`src/artmr_pkg.sv`:
```
package artmr_pkg;
  // register byte offsets on the bus
  localparam logic [5:0] ADDR_CONTROL   = 6'h00;
  localparam logic [5:0] ADDR_CLOCK_CTL = 6'h04;
  localparam logic [5:0] ADDR_RELOAD_LO = 6'h08;
  localparam logic [5:0] ADDR_RELOAD_HI = 6'h0C;
  localparam logic [5:0] ADDR_COUNT_LO  = 6'h10;
  localparam logic [5:0] ADDR_COUNT_HI  = 6'h14;
  localparam logic [5:0] ADDR_IRQ_STAT  = 6'h18;
  localparam logic [5:0] ADDR_IRQ_MASK  = 6'h1C;
  // timer_control_reg fields
  localparam int BIT_HIGH_OVF   = 7;
  localparam int BIT_LOW_OVF    = 6;
  localparam int BIT_LOW_IRQ_EN = 5;
  localparam int BIT_CAPT_EN    = 4;
  localparam int BIT_SPLIT      = 3;
  localparam int BIT_RUN        = 2;
  localparam int BIT_EXT_SEL    = 0;
  // clock_control_reg fields
  localparam int BIT_HI_CLK_SEL = 7;
  localparam int BIT_LO_CLK_SEL = 6;
  // interrupt status and mask fields
  localparam int BIT_IRQ_HIGH   = 0;
  localparam int BIT_IRQ_LOW    = 1;
  // reset values
  localparam logic [7:0] RESET_BYTE = 8'h00;
  localparam logic [1:0] RESET_IRQ  = 2'h0;
  // clock dividers and counter full values
  localparam int          SYS_DIV      = 12;
  localparam logic [3:0]  SYS_DIV_LAST = 4'(SYS_DIV - 1);
  localparam logic [2:0]  EXT_DIV_RISE = 3'h3;
  localparam logic [2:0]  EXT_DIV_FALL = 3'h7;
  localparam logic [15:0] COUNT_FULL   = 16'hFFFF;
  localparam logic [7:0]  BYTE_FULL    = 8'hFF;
endpackage

```
`src/artmr_timer.sv`:
```
`timescale 1ns/1ps
//////////////////////////////////////////////////////////////////////////////
module artmr_timer
  import artmr_pkg::*;
(
  input  wire logic        clock,
  input  wire logic        reset,
  input  wire logic        clock_enable,
  input  wire logic        ext_osc,
  input  wire logic [5:0]  avs_address,
  input  wire logic        avs_read,
  input  wire logic        avs_write,
  input  wire logic [31:0] avs_writedata,
  input  wire logic [3:0]  avs_byteenable,
  output logic      [31:0] avs_readdata,
  output logic             avs_waitrequest,
  output logic             irq
);

  function automatic logic sel_tick(input logic sys_sel, input logic ext_sel,
                                    input logic div12, input logic ext8);
    sel_tick = sys_sel ? 1'b1 : (ext_sel ? ext8 : div12);
  endfunction

  //////////////////////////////////////////////////////////////////////////////
  // state
  logic [7:0] cnt_lo_reg, cnt_hi_reg, rl_lo_reg, rl_hi_reg;
  logic       hf_reg, lf_reg, lbie_reg, capt_reg, split_reg, run_reg, xsel_reg;
  logic       hsel_reg, lsel_reg;
  logic [1:0] stat_reg, mask_reg;
  logic [3:0] div12_reg;
  logic [2:0] ext_div_reg;
  logic       ext_s1_reg, ext_s2_reg, ext_s3_reg, ext_lvl_reg;
  logic       wait_reg, irq_reg;
  logic [31:0] rdata_reg;

  //////////////////////////////////////////////////////////////////////////////
  // bus decode: one wait cycle, then a one-cycle accept
  wire req     = avs_read | avs_write;
  wire wr_en   = avs_write & ~wait_reg & avs_byteenable[0];
  wire [7:0] wd = avs_writedata[7:0];
  wire wr_ctl  = wr_en & (avs_address == ADDR_CONTROL);
  wire wr_ck   = wr_en & (avs_address == ADDR_CLOCK_CTL);
  wire wr_rll  = wr_en & (avs_address == ADDR_RELOAD_LO);
  wire wr_rlh  = wr_en & (avs_address == ADDR_RELOAD_HI);
  wire wr_cl   = wr_en & (avs_address == ADDR_COUNT_LO);
  wire wr_ch   = wr_en & (avs_address == ADDR_COUNT_HI);
  wire wr_st   = wr_en & (avs_address == ADDR_IRQ_STAT);
  wire wr_mk   = wr_en & (avs_address == ADDR_IRQ_MASK);
  wire wait_next = ~(req & wait_reg);

  wire [7:0] ctl_val = {hf_reg, lf_reg, lbie_reg, capt_reg, split_reg, run_reg,
                        1'b0, xsel_reg};
  wire [7:0] ck_val  = {hsel_reg, lsel_reg, 6'h00};
  // unmapped offsets read as zero and ignore writes
  wire [7:0] rd_byte =
    (avs_address == ADDR_CONTROL)   ? ctl_val :
    (avs_address == ADDR_CLOCK_CTL) ? ck_val :
    (avs_address == ADDR_RELOAD_LO) ? rl_lo_reg :
    (avs_address == ADDR_RELOAD_HI) ? rl_hi_reg :
    (avs_address == ADDR_COUNT_LO)  ? cnt_lo_reg :
    (avs_address == ADDR_COUNT_HI)  ? cnt_hi_reg :
    (avs_address == ADDR_IRQ_STAT)  ? {6'h00, stat_reg} :
    (avs_address == ADDR_IRQ_MASK)  ? {6'h00, mask_reg} : 8'h00;
  wire [31:0] rdata_next = (avs_read & wait_reg) ? {24'h000000, rd_byte} : rdata_reg;

  //////////////////////////////////////////////////////////////////////////////
  // count clocks
  wire div12_tick = (div12_reg == SYS_DIV_LAST);
  wire [3:0] div12_next = div12_tick ? 4'h0 : div12_reg + 4'h1;
  // the filtered level moves only once the two later sync stages agree
  wire ext_agree = (ext_s2_reg == ext_s3_reg);
  wire ext_rise  = ext_agree & ext_s3_reg & ~ext_lvl_reg;
  // one /8 period spans eight filtered rising edges of the pin
  wire ext_tick  = ext_rise & (ext_div_reg == EXT_DIV_RISE);
  wire ext_fall  = ext_rise & (ext_div_reg == EXT_DIV_FALL);
  wire [2:0] ext_div_next = ext_rise ? ext_div_reg + 3'h1 : ext_div_reg;
  wire lo_tick  = sel_tick(lsel_reg, xsel_reg, div12_tick, ext_tick);
  wire hi_tick  = sel_tick(hsel_reg, xsel_reg, div12_tick, ext_tick);
  // capture measures the external clock, so it cannot also count it
  wire cap_tick = lsel_reg | div12_tick;

  //////////////////////////////////////////////////////////////////////////////
  // counter
  wire [15:0] cnt = {cnt_hi_reg, cnt_lo_reg};
  wire [15:0] rl  = {rl_hi_reg, rl_lo_reg};
  wire t16     = ~split_reg & run_reg & (capt_reg ? cap_tick : lo_tick);
  wire ovf16   = t16 & (cnt == COUNT_FULL);
  wire cap_evt = capt_reg & ext_fall;
  // reload registers hold captured values in capture mode, so wrap to zero
  wire [15:0] auto16 = (ovf16 & ~capt_reg) ? rl : cnt + 16'h0001;
  wire lo_run  = split_reg ? lo_tick : t16;
  wire hi_run  = split_reg ? (run_reg & hi_tick) : t16;
  wire lo_wrap = lo_run & (cnt_lo_reg == BYTE_FULL);
  wire hi_wrap = split_reg & hi_run & (cnt_hi_reg == BYTE_FULL);
  wire [7:0] lo_auto = split_reg ? (lo_wrap ? rl_lo_reg : cnt_lo_reg + 8'h01)
                                 : auto16[7:0];
  wire [7:0] hi_auto = split_reg ? (hi_wrap ? rl_hi_reg : cnt_hi_reg + 8'h01)
                                 : auto16[15:8];
  wire [7:0] cnt_lo_next = wr_cl ? wd : (lo_run ? lo_auto : cnt_lo_reg);
  wire [7:0] cnt_hi_next = wr_ch ? wd : (hi_run ? hi_auto : cnt_hi_reg);
  // a capture beats a software write to the same reload byte
  wire [7:0] rl_lo_next = cap_evt ? cnt_lo_reg : (wr_rll ? wd : rl_lo_reg);
  wire [7:0] rl_hi_next = cap_evt ? cnt_hi_reg : (wr_rlh ? wd : rl_hi_reg);

  //////////////////////////////////////////////////////////////////////////////
  // flags: a hardware set wins over a software clear in the same cycle
  wire hf_set  = ovf16 | hi_wrap | cap_evt;
  wire lf_set  = lo_wrap;
  wire hf_next = hf_set | (wr_ctl ? wd[BIT_HIGH_OVF] : hf_reg);
  wire lf_next = lf_set | (wr_ctl ? wd[BIT_LOW_OVF] : lf_reg);
  wire [1:0] stat_set  = {lf_set & lbie_reg, hf_set};
  wire [1:0] stat_next = stat_set | (stat_reg & ~(wr_st ? wd[1:0] : 2'h0));
  // mask bit 0 is the timer interrupt enable; the low source needs it too
  wire irq_next = mask_reg[BIT_IRQ_HIGH] &
                  (stat_reg[BIT_IRQ_HIGH] |
                   (stat_reg[BIT_IRQ_LOW] & mask_reg[BIT_IRQ_LOW]));

  //////////////////////////////////////////////////////////////////////////////
  always_ff @(posedge clock)
  begin
    if (reset)
    begin
      {cnt_lo_reg, cnt_hi_reg, rl_lo_reg, rl_hi_reg} <= {4{RESET_BYTE}};
      {hf_reg, lf_reg, lbie_reg, capt_reg} <= 4'h0;
      {split_reg, run_reg, xsel_reg, hsel_reg, lsel_reg} <= 5'h00;
    end
    else if (clock_enable)
    begin
      cnt_lo_reg <= cnt_lo_next;
      cnt_hi_reg <= cnt_hi_next;
      rl_lo_reg  <= rl_lo_next;
      rl_hi_reg  <= rl_hi_next;
      hf_reg     <= hf_next;
      lf_reg     <= lf_next;
      if (wr_ctl)
      begin
        lbie_reg  <= wd[BIT_LOW_IRQ_EN];
        capt_reg  <= wd[BIT_CAPT_EN];
        split_reg <= wd[BIT_SPLIT];
        run_reg   <= wd[BIT_RUN];
        xsel_reg  <= wd[BIT_EXT_SEL];
      end
      if (wr_ck)
      begin
        hsel_reg <= wd[BIT_HI_CLK_SEL];
        lsel_reg <= wd[BIT_LO_CLK_SEL];
      end
    end
  end

  always_ff @(posedge clock)
  begin
    if (reset)
    begin
      {stat_reg, mask_reg} <= {RESET_IRQ, RESET_IRQ};
      {div12_reg, ext_div_reg} <= 7'h00;
      {ext_s1_reg, ext_s2_reg, ext_s3_reg, ext_lvl_reg} <= 4'h0;
      wait_reg  <= 1'b1;
      irq_reg   <= 1'b0;
      rdata_reg <= 32'h00000000;
    end
    else if (clock_enable)
    begin
      stat_reg    <= stat_next;
      mask_reg    <= wr_mk ? wd[1:0] : mask_reg;
      div12_reg   <= div12_next;
      ext_s1_reg  <= ext_osc;
      ext_s2_reg  <= ext_s1_reg;
      ext_s3_reg  <= ext_s2_reg;
      ext_lvl_reg <= ext_agree ? ext_s3_reg : ext_lvl_reg;
      ext_div_reg <= ext_div_next;
      wait_reg    <= wait_next;
      irq_reg     <= irq_next;
      rdata_reg   <= rdata_next;
    end
  end

  assign avs_readdata    = rdata_reg;
  assign avs_waitrequest = wait_reg;
  assign irq             = irq_reg;

  //////////////////////////////////////////////////////////////////////////////
  // checks
  wire cnt_sw = wr_cl | wr_ch;

  AST_OVF16_RELOAD: assert property (@(posedge clock) disable iff (reset)
    clock_enable && ovf16 && !capt_reg && !cnt_sw
    |=> cnt == $past(rl) && hf_reg)
    else $error("16-bit overflow did not reload or set high flag");

  AST_LOW_WRAP_IRQ: assert property (@(posedge clock) disable iff (reset)
    clock_enable && !split_reg && lo_wrap && lbie_reg
    |=> stat_reg[BIT_IRQ_LOW] && lf_reg)
    else $error("low wrap with low enable did not raise low source");

  AST_IRQ_OUT: assert property (@(posedge clock) disable iff (reset)
    clock_enable && stat_reg[BIT_IRQ_HIGH] && mask_reg[BIT_IRQ_HIGH] |=> irq)
    else $error("pending unmasked overflow did not raise irq");

  AST_NO_IRQ_MASKED: assert property (@(posedge clock) disable iff (reset)
    clock_enable && !mask_reg[BIT_IRQ_HIGH] |=> !irq)
    else $error("irq raised with timer interrupt disabled");

  AST_SPLIT_LO_RELOAD: assert property (@(posedge clock) disable iff (reset)
    clock_enable && split_reg && lo_wrap && !wr_cl
    |=> cnt_lo_reg == $past(rl_lo_reg) && lf_reg)
    else $error("split low byte did not reload from its reload byte");

  AST_SPLIT_HI_HELD: assert property (@(posedge clock) disable iff (reset)
    clock_enable && split_reg && !run_reg && !wr_ch |=> $stable(cnt_hi_reg))
    else $error("split high byte moved while stopped");

  AST_FLAG_STICKY: assert property (@(posedge clock) disable iff (reset)
    hf_reg && !wr_ctl |=> hf_reg)
    else $error("high overflow flag cleared without a write");

  AST_CAPTURE: assert property (@(posedge clock) disable iff (reset)
    clock_enable && cap_evt |=> rl == $past(cnt) && hf_reg)
    else $error("capture did not copy the count");

  AST_CAPT_KEEPS_RUN: assert property (@(posedge clock) disable iff (reset)
    clock_enable && cap_evt && t16 && !cnt_sw && cnt != COUNT_FULL
    |=> cnt == $past(cnt) + 16'h0001)
    else $error("count disturbed by capture");

  //////////////////////////////////////////////////////////////////////////////
  // split reloads, flags, clock selection, capture gating, interrupt sources and bus handshake
  AST_SPLIT_HI_RELOAD: assert property (@(posedge clock) disable iff (reset)
    clock_enable && hi_wrap && !wr_ch
    |=> cnt_hi_reg == $past(rl_hi_reg) && hf_reg)
    else $error("split high byte did not reload or set high flag");

  AST_LOW_FLAG: assert property (@(posedge clock) disable iff (reset)
    clock_enable && lo_wrap |=> lf_reg)
    else $error("low byte wrap did not set low flag");

  AST_SPLIT_LO_FREE: assert property (@(posedge clock) disable iff (reset)
    clock_enable && split_reg && !run_reg && lo_tick && !wr_cl && cnt_lo_reg != BYTE_FULL
    |=> cnt_lo_reg == $past(cnt_lo_reg) + 8'h01)
    else $error("split low byte stopped with run control off");

  // outside a capture only a bus write may move a reload byte
  AST_CAPT_ONLY_FALL: assert property (@(posedge clock) disable iff (reset)
    clock_enable && capt_reg && !ext_fall && !wr_rll |=> rl_lo_reg == $past(rl_lo_reg))
    else $error("reload low byte moved without a capture event");

  AST_NO_CAPT_OFF: assert property (@(posedge clock) disable iff (reset)
    clock_enable && !capt_reg && !wr_rlh |=> rl_hi_reg == $past(rl_hi_reg))
    else $error("reload high byte moved with capture mode off");

  AST_CAPT_SYS_CLOCK: assert property (@(posedge clock) disable iff (reset)
    clock_enable && capt_reg && !split_reg && run_reg && lsel_reg
    && !cnt_sw && cnt != COUNT_FULL
    |=> cnt == $past(cnt) + 16'h0001)
    else $error("capture count did not follow the system clock");

  AST_EXT_CLOCK: assert property (@(posedge clock) disable iff (reset)
    clock_enable && split_reg && !lsel_reg && xsel_reg && !ext_tick && !wr_cl
    |=> $stable(cnt_lo_reg))
    else $error("low byte moved between external clock ticks");

  AST_DIV12_CLOCK: assert property (@(posedge clock) disable iff (reset)
    clock_enable && split_reg && !lsel_reg && !xsel_reg && !div12_tick && !wr_cl
    |=> $stable(cnt_lo_reg))
    else $error("low byte moved between divided clock ticks");

  AST_IRQ_LOW_SRC: assert property (@(posedge clock) disable iff (reset)
    clock_enable && stat_reg[BIT_IRQ_LOW] && mask_reg[BIT_IRQ_HIGH] && mask_reg[BIT_IRQ_LOW]
    |=> irq)
    else $error("pending unmasked low source did not raise irq");

  AST_STAT_STICKY: assert property (@(posedge clock) disable iff (reset)
    clock_enable && stat_reg[BIT_IRQ_HIGH] && !wr_st |=> stat_reg[BIT_IRQ_HIGH])
    else $error("high interrupt source cleared without a write");

  AST_DIV12_PERIOD: assert property (@(posedge clock) disable iff (reset)
    clock_enable && div12_tick |=> div12_reg == 4'h0)
    else $error("system clock divider did not restart");

  AST_BUS_ACCEPT: assert property (@(posedge clock) disable iff (reset)
    clock_enable && req && wait_reg |=> !avs_waitrequest ##1 avs_waitrequest)
    else $error("bus request not accepted after one wait cycle");

endmodule

```
`config.mk`:
```
export PLATFORM = sky130hd
export DESIGN_NAME = artmr_timer
export DESIGN_NICKNAME = d
export VERILOG_FILES = /design/src/artmr_pkg.sv /design/src/artmr_timer.sv
export SDC_FILE = /design/constraint.sdc
export NUM_CORES = 1
export LEC_CHECK = 0
export BUFFER_PORTS_ARGS = -buffer_cell sky130_fd_sc_hd__buf_2
export CORE_MARGIN = 3
export CORE_UTILIZATION = 33
export CTS_CLUSTER_DIAMETER = 150
export DETAILED_ROUTE_END_ITERATION = 10
export GPL_ROUTABILITY_DRIVEN = 0
export PLACE_DENSITY = 0.5
export SLEW_MARGIN = 0
export SYNTH_ARGS = -nofsm -noshare
export SYNTH_HDL_FRONTEND = slang
export SYNTH_SLANG_ARGS = --single-unit
```
`constraint.sdc`:
```
create_clock -name clock -period 4.9 [get_ports clock]
set_input_delay 1.47 -clock clock [delete_from_list [all_inputs] [get_ports clock]]
set_output_delay 1.47 -clock clock [all_outputs]
set_load 0.01 [all_outputs]
```
==> out/results.ini, run 1 <==
[sta]
setup_viol = 0
max_slew.worst_pin.slew_ns = 0.962
rsz0062_at_grt = false
final.period_utilization_pct = 73.5
maxClockFrequency_ghz = 0.278
setup_tns_ns = 0
slew_headroom_pct = 35.4
finalWorstPathRequiredPeriod_ns = 3.60
finalMaxSlewViolations = 0
final.setup_skew_ns = 0.00830
fin_hold_viols = 0
timing.final.ws_setup_ns = 1.30

[logic_synthesis]
synth_flop_cell = sky130_fd_sc_hd__dfxtp_1
synth_enable_flop_cells = 0
synth_async_sr_flop_share_pct = 0
synth_largest_type_area_fraction_pct = 30.5
syn_avg_cell_area_um2 = 8.34
post_synth_inst_count = 520
synth_top_cells_by_area = sky130_fd_sc_hd__dfxtp_1 (30%), sky130_fd_sc_hd__mux2i_1 (10%), sky130_fd_sc_hd__nor2_1 (6.8%)
post_synth_num_cell_types = 76
postSynthRegisterBits = 66
synth.cell_area_mm2 = 0.00434
synthesis.yosys.warnings = 0
seq_area_frac_synth_pct = 30.5
synthDominantAreaCellType = sky130_fd_sc_hd__dfxtp_1

[power_and_ir_drop]
p_clk_share_pct = 50.2
power_w = 0.00127
vdd.ir_drop.worst_mv = 0.116
comb_power_share_pct = 6.8
power_report.internal_total_w = 0.000973
seq_power_share_pct = 43.0
leakagePower_nw = 1.71
power_per_cell_area_mw_per_mm2 = 268
switchingPower_w = 0.000301
swShare_pct = 23.6

[critical_path]
critical_path.endpoint_type = flip-flop
arrival_ns = 3.83
crit_buf_inv = 1
critical_path.max_stage_delay_ns = 0.77
start_kind = input pin
critical_path.top_delay_family = simple AND/OR/NAND/NOR gates
critical_path_peak_fanout = 11
crit_required_ns = 5.13
crit_type = input pin to flip-flop
timing.critical_path.slowest_stage_cell = sky130_fd_sc_hd__or4_1
setup.reg_to_reg.worst_slack_ns = 2.17
path_cells = buf_2 -> or4_1 -> nor2_4 -> nand2_1 -> or2b_2 -> nand2b_2 -> o32ai_1

[clocking]
tritoncts = yes
cell_at_the_root_of_the_clock_tree = sky130_fd_sc_hd__clkbuf_16
tritoncts_num_sinks = 66
cts_setup_buffers = 0
worst_skew_pair.late_latency_ns = 0.34
clk_path_buf_depth = 2
holdBufCountCts = 0
cts.clk_slew.worst_paths_ns = 0.05
clock_tree.htree_level_count = 3
tritoncts.num_buffers = 9
post_cts_resize_count = 0

[global_routing]
grt_util_all_layers_pct = 18.7
grt_max_degree = 42
antenna_found_initial = 0
grt_pass1_wl_mm = 21.0
grt_remaining_overflow = 0
first_global_vias = 3811

[floorplan]
io_pins = 82
floorplan.die.width_um = 121
row_count = 41
fp.dieArea_mm2 = 0.0145
floorplan.core_area_mm2 = 0.0127
chipHeight_um = 121
floorplan.initialDensity_pct = 34.1

[layout]
num_antenna_cells = 0
layout.cells.most_common = sky130_fd_sc_hd__nor2_1
num-nets-final = 589
finish.cell_count_without_fillers = 710
layout-drive-gt1-share_pct = 12.6
post-route-cell-area_mm2 = 0.00475
leading_cell_types_in_the_layout_fill_and_taps_excluded = sky130_fd_sc_hd__nor2_1 (78), sky130_fd_sc_hd__dfxtp_1 (66), sky130_fd_sc_hd__mux2i_1 (44), sky130_fd_sc_hd__buf_2 (30), sky130_fd_sc_hd__a211oi_1 (28)
area_delta_synth_final_pct = 9.55

[placed_design]
placed_area_mm2 = 0.00446
hpwlAfterDp_mm = 9.80
total_of_buffers_placed_on_input_and_output_ports = 30
dp.cells = 695
dpl_worst_slack_ns = 1.01

[run]
timing.max_cap.violations = 0

[routing]
remaining_drc_errors = 0
drt_pass1_iterations = 5
num_vias = 3967
vias_per_std_cell = 5.59
drtAntennaViolNets = 0
initialDrtViolationCount = 300
wl_final_mm = 13.3
route.detailed.wl_per_inst_um = 18.8

[status]
run_status = finished clean

[worst_hold_path]
min-delay-path-class = flip-flop to flip-flop

[through the flow]
stage	hold slack (ns)	util (%)
after floorplan	0.440	-
after global placement	0.447	35.1
after detailed placement	0.460	35.1
after CTS	0.472	37.3
after global routing	0.486	37.3
final	0.466	37.3
[power groups by stage]
| stage | Clock [W] | Combinational, W | Sequential, W |
|---|---|---|---|
| after floorplan | 0 | 0.0000663 | 0.000560 |
| after global placement | 0 | 0.0000857 | 0.000559 |
| after detailed placement | 0 | 0.0000860 | 0.000559 |
| after CTS | 0.000650 | 0.0000864 | 0.000547 |
| after global routing | 0.000682 | 0.0000952 | 0.000548 |
| final | 0.000639 | 0.0000867 | 0.000547 |
[final timing paths]
kind	start	end	cells past startpoint
setup / recovery	avs_address[1]	cnt_hi_reg[7]$_SDFFE_PP0P_	7
hold reg to reg	irq$_SDFFE_PP0P_	irq$_SDFFE_PP0P_	2
hold / removal	irq$_SDFFE_PP0P_	irq$_SDFFE_PP0P_	2
setup reg to reg	div12_reg[0]$_SDFFE_PP0P_	cnt_hi_reg[1]$_SDFFE_PP0P_	7
[cells by family (layout without fill, tap and decap cells)]
family	Yosys count	in the layout	synth area share, %
AND/OR/NAND/NOR	194	194	23.1
AO/OA/AOI/OAI	124	124	21.4
buffers and inverters	68	63	9.55
flip-flops	66	66	30.5
multiplexers	45	45	10.4
XOR/XNOR	15	15	3.03
adder cells (fa/ha/maj)	7	7	2.02
other	1	24	0.0865
[final cells by class]
type	instances	area [um^2]
Clock inverter	3	40.0
Tap cell	172	215
Multi-Input combinational cell	409	2690
Clock buffer	12	246
Sequential cell	66	1320
Inverter	12	45.0
Timing Repair Buffer	36	195
Fill cell	1368	7970
[synthesized netlist by cell type (6+ instances only)]
master and count:
sky130_fd_sc_hd__nor2_1 78, sky130_fd_sc_hd__dfxtp_1 66, sky130_fd_sc_hd__mux2i_1 44, sky130_fd_sc_hd__a211oi_1 28, sky130_fd_sc_hd__nand2_1 27, sky130_fd_sc_hd__buf_4 25
sky130_fd_sc_hd__a21oi_1 22, sky130_fd_sc_hd__nor3_1 17, sky130_fd_sc_hd__nand3_1 16, sky130_fd_sc_hd__clkbuf_1 13, sky130_fd_sc_hd__inv_1 12, sky130_fd_sc_hd__o21ai_0 10
sky130_fd_sc_hd__xnor2_1 10, sky130_fd_sc_hd__buf_2 8, sky130_fd_sc_hd__ha_1 7, sky130_fd_sc_hd__a221oi_1 6, sky130_fd_sc_hd__a22oi_1 6, sky130_fd_sc_hd__and3_1 6
sky130_fd_sc_hd__o32ai_1 6
[per-layer routing]
metal	global-route usage [%]	wire (um)
met1	24.9	5860
met2	29.2	6060
met4	8.71	563
met3	3.60	834
met5	0	0
[tightest hold or removal path, stage by stage, from the launching register on]
cell	delay (ns)
sky130_fd_sc_hd__dfxtp_1	0.30
sky130_fd_sc_hd__nand2b_1	0.06
sky130_fd_sc_hd__a21oi_1	0.05
Power figures use the tool's default switching activity.
==> run 2: changes to the inputs <==
- clock period: 4.9 -> 3.57 ns (I/O delays scaled with it)
==> out/results.ini, run 2 (synthesis gave the netlist of run 1 again) <==
[status]
run_status = finished clean  ; unchanged

[floorplan]
fp.dieArea_mm2 = 0.0145  ; unchanged
floorplan.die.width_um = 121  ; unchanged
floorplan.initialDensity_pct = 34.1  ; unchanged
row_count = 41  ; unchanged
floorplan.core_area_mm2 = 0.0127  ; unchanged
io_pins = 82  ; unchanged
chipHeight_um = 121  ; unchanged

[clocking]
post_cts_resize_count = 0  ; unchanged
cts.clk_slew.worst_paths_ns = 0.06  ; was 0.05 ns
holdBufCountCts = 0  ; unchanged
tritoncts_num_sinks = 66  ; unchanged
tritoncts.num_buffers = 9  ; unchanged
tritoncts = yes  ; unchanged
clk_path_buf_depth = 2  ; unchanged
cell_at_the_root_of_the_clock_tree = sky130_fd_sc_hd__clkbuf_16  ; unchanged
worst_skew_pair.late_latency_ns = 0.34  ; about the same
clock_tree.htree_level_count = 3  ; unchanged
cts_setup_buffers = 0  ; unchanged

[sta]
rsz0062_at_grt = false  ; unchanged
maxClockFrequency_ghz = 0.347
setup_tns_ns = 0  ; unchanged
finalMaxSlewViolations = 0  ; unchanged
final.setup_skew_ns = 0.00767  ; was 0.00830 ns
setup_viol = 0  ; unchanged
worst_hold_slack_ns = 0.464  ; was 0.466 ns
timing.final.ws_setup_ns = 0.686  ; was 1.30 ns
slew_headroom_pct = 44.8  ; was 35.4%
fin_hold_viols = 0  ; unchanged
max_slew.worst_pin.slew_ns = 0.827  ; was 0.962 ns
finalWorstPathRequiredPeriod_ns = 2.88
final.period_utilization_pct = 80.8

[critical_path]
timing.critical_path.slowest_stage_cell = sky130_fd_sc_hd__or4_1  ; unchanged
start_kind = input pin  ; unchanged
crit_path_start = avs_address[1]  ; unchanged
worst_r2r_path_depth = 7  ; unchanged
path_cells = buf_2 -> or4_1 -> nor2_4 -> nand2_1 -> or2b_2 -> nand2b_2 -> o32ai_1  ; unchanged
critical_path_peak_fanout = 10  ; was 11
r2r-end = cnt_hi_reg[0]$_SDFFE_PP0P_  ; was cnt_hi_reg[1]$_SDFFE_PP0P_
crit_type = input pin to flip-flop  ; unchanged
arrival_ns = 3.11  ; was 3.83 ns
setup.reg_to_reg.worst_slack_ns = 0.76  ; was 2.17 ns
setup.worst_path.end = cnt_hi_reg[6]$_SDFFE_PP0P_  ; was cnt_hi_reg[7]$_SDFFE_PP0P_
crit_required_ns = 3.80  ; was 5.13 ns
critical_path.max_stage_delay_ns = 0.79  ; was 0.77 ns
rr_startpoint = div12_reg[0]$_SDFFE_PP0P_  ; unchanged
critical_path.endpoint_type = flip-flop  ; unchanged

[layout]
layout-drive-gt1-share_pct = 14.3  ; was 12.6%
layout.cells.most_common = sky130_fd_sc_hd__nor2_1  ; unchanged
num-nets-final = 596  ; was 589
area_delta_synth_final_pct = 11.5  ; was 9.55%
num_antenna_cells = 0  ; unchanged
leading_cell_types_in_the_layout_fill_and_taps_excluded = sky130_fd_sc_hd__nor2_1 (78), sky130_fd_sc_hd__dfxtp_1 (66), sky130_fd_sc_hd__mux2i_1 (44), sky130_fd_sc_hd__buf_2 (30), sky130_fd_sc_hd__a211oi_1 (28)  ; unchanged
fin_util_pct = 38.0  ; was 37.3%

[power_and_ir_drop]
power_w = 0.00182  ; was 0.00127 W
vdd.ir_drop.worst_mv = 0.241  ; was 0.116 mV
leakagePower_nw = 1.76  ; was 1.71 nW
power_per_cell_area_mw_per_mm2 = 376  ; was 268 mW/mm^2

[placed_design]
hpwlAfterDp_mm = 9.87  ; was 9.80 mm
total_of_buffers_placed_on_input_and_output_ports = 30  ; unchanged
dpl_worst_slack_ns = 0.414  ; was 1.01 ns

[routing]
initialDrtViolationCount = 375  ; was 300
remaining_drc_errors = 0  ; unchanged
num_vias = 3982  ; was 3967
vias_per_std_cell = 5.55  ; was 5.59
drtAntennaViolNets = 0  ; unchanged
route.detailed.wl_per_inst_um = 18.6  ; was 18.8 um
drt_pass1_iterations = 5  ; unchanged
wl_final_mm = 13.3  ; about the same

[global_routing]
grt_pass1_wl_mm = 21.0  ; about the same
first_global_vias = 3711  ; was 3811
grt_remaining_overflow = 0  ; unchanged
grt_util_all_layers_pct = 18.7  ; about the same
grt_max_degree = 32  ; was 42
antenna_found_initial = 0  ; unchanged

[worst_hold_path]
min_from = ext_div_reg[1]$_SDFFE_PP0P_  ; was irq$_SDFFE_PP0P_
min-delay-path-class = flip-flop to flip-flop  ; unchanged

[run]
timing.max_cap.violations = 0  ; unchanged

-- run 2: cell count changes in the layout (fill, tap and decap cells not counted), sizes merged --
cell / before / now
buf: 36 / 43
bufinv: 1 / 2
clkinv: 2 / 3
clkinvlp: 0 / 2
clkbuf: 12 / 9
-- run 2: per-layer routing --
layer / part of all wire (%) / global-route usage, % / wire, um
met5: 0 / 0 / 0
met4: 3.4 / 8.92 / 455
met3: 6.1 / 2.85 / 818
met2: 46 / 29.5 / 6110
met1: 45 / 25.2 / 5960
-- run 2: metrics by stage --
step           instance area (um^2)  instances
3_3_place_gp                   4520        702
5_1_grt                        4830        718
3_5_place_dp                   4520        702
6_report                       4830        718
2_1_floorplan                  4420        543
4_1_cts                        4830        718
-- run 2: area by class of cell --
| cell class | instances | area, um^2 |
|---|---|---|
| fillers | 1367 | 7890 |
| multi-input cells | 409 | 2690 |
| flip-flops and latches | 66 | 1320 |
| repair buffers | 43 | 248 |
| clock buffers | 9 | 225 |
| well taps | 172 | 215 |
| clock inverters | 7 | 93.8 |
| inverters | 12 | 45.0 |
-- run 2: worst min path at each step --
stage                                  end  slack [ns]  cells past startpoint
2_1_floorplan  ext_div_reg[1]$_SDFFE_PP0P_        0.44                      2
3_3_place_gp   ext_div_reg[1]$_SDFFE_PP0P_        0.45                      2
3_5_place_dp              irq$_SDFFE_PP0P_        0.46                      2
4_1_cts        ext_div_reg[1]$_SDFFE_PP0P_        0.47                      2
5_1_grt                   irq$_SDFFE_PP0P_        0.49                      2
6_report       ext_div_reg[1]$_SDFFE_PP0P_        0.46                      2
-- run 2: worst max-delay path: cells and delay by family --
family,cells,cell delay [ns]
buffers and inverters,1,0.12
and+or+nand+nor,5,1.56
AOI/OAI and AO/OA,1,0.35
-- run 2: power breakdown --
| part | internal (W) | switching, W |
|---|---|---|
| Combinational | 0.0000373 | 0.0000836 |
| Sequential | 0.000745 | 0.00000623 |
| Clock | 0.000609 | 0.000339 |
| Total | 0.00139 | 0.000429 |
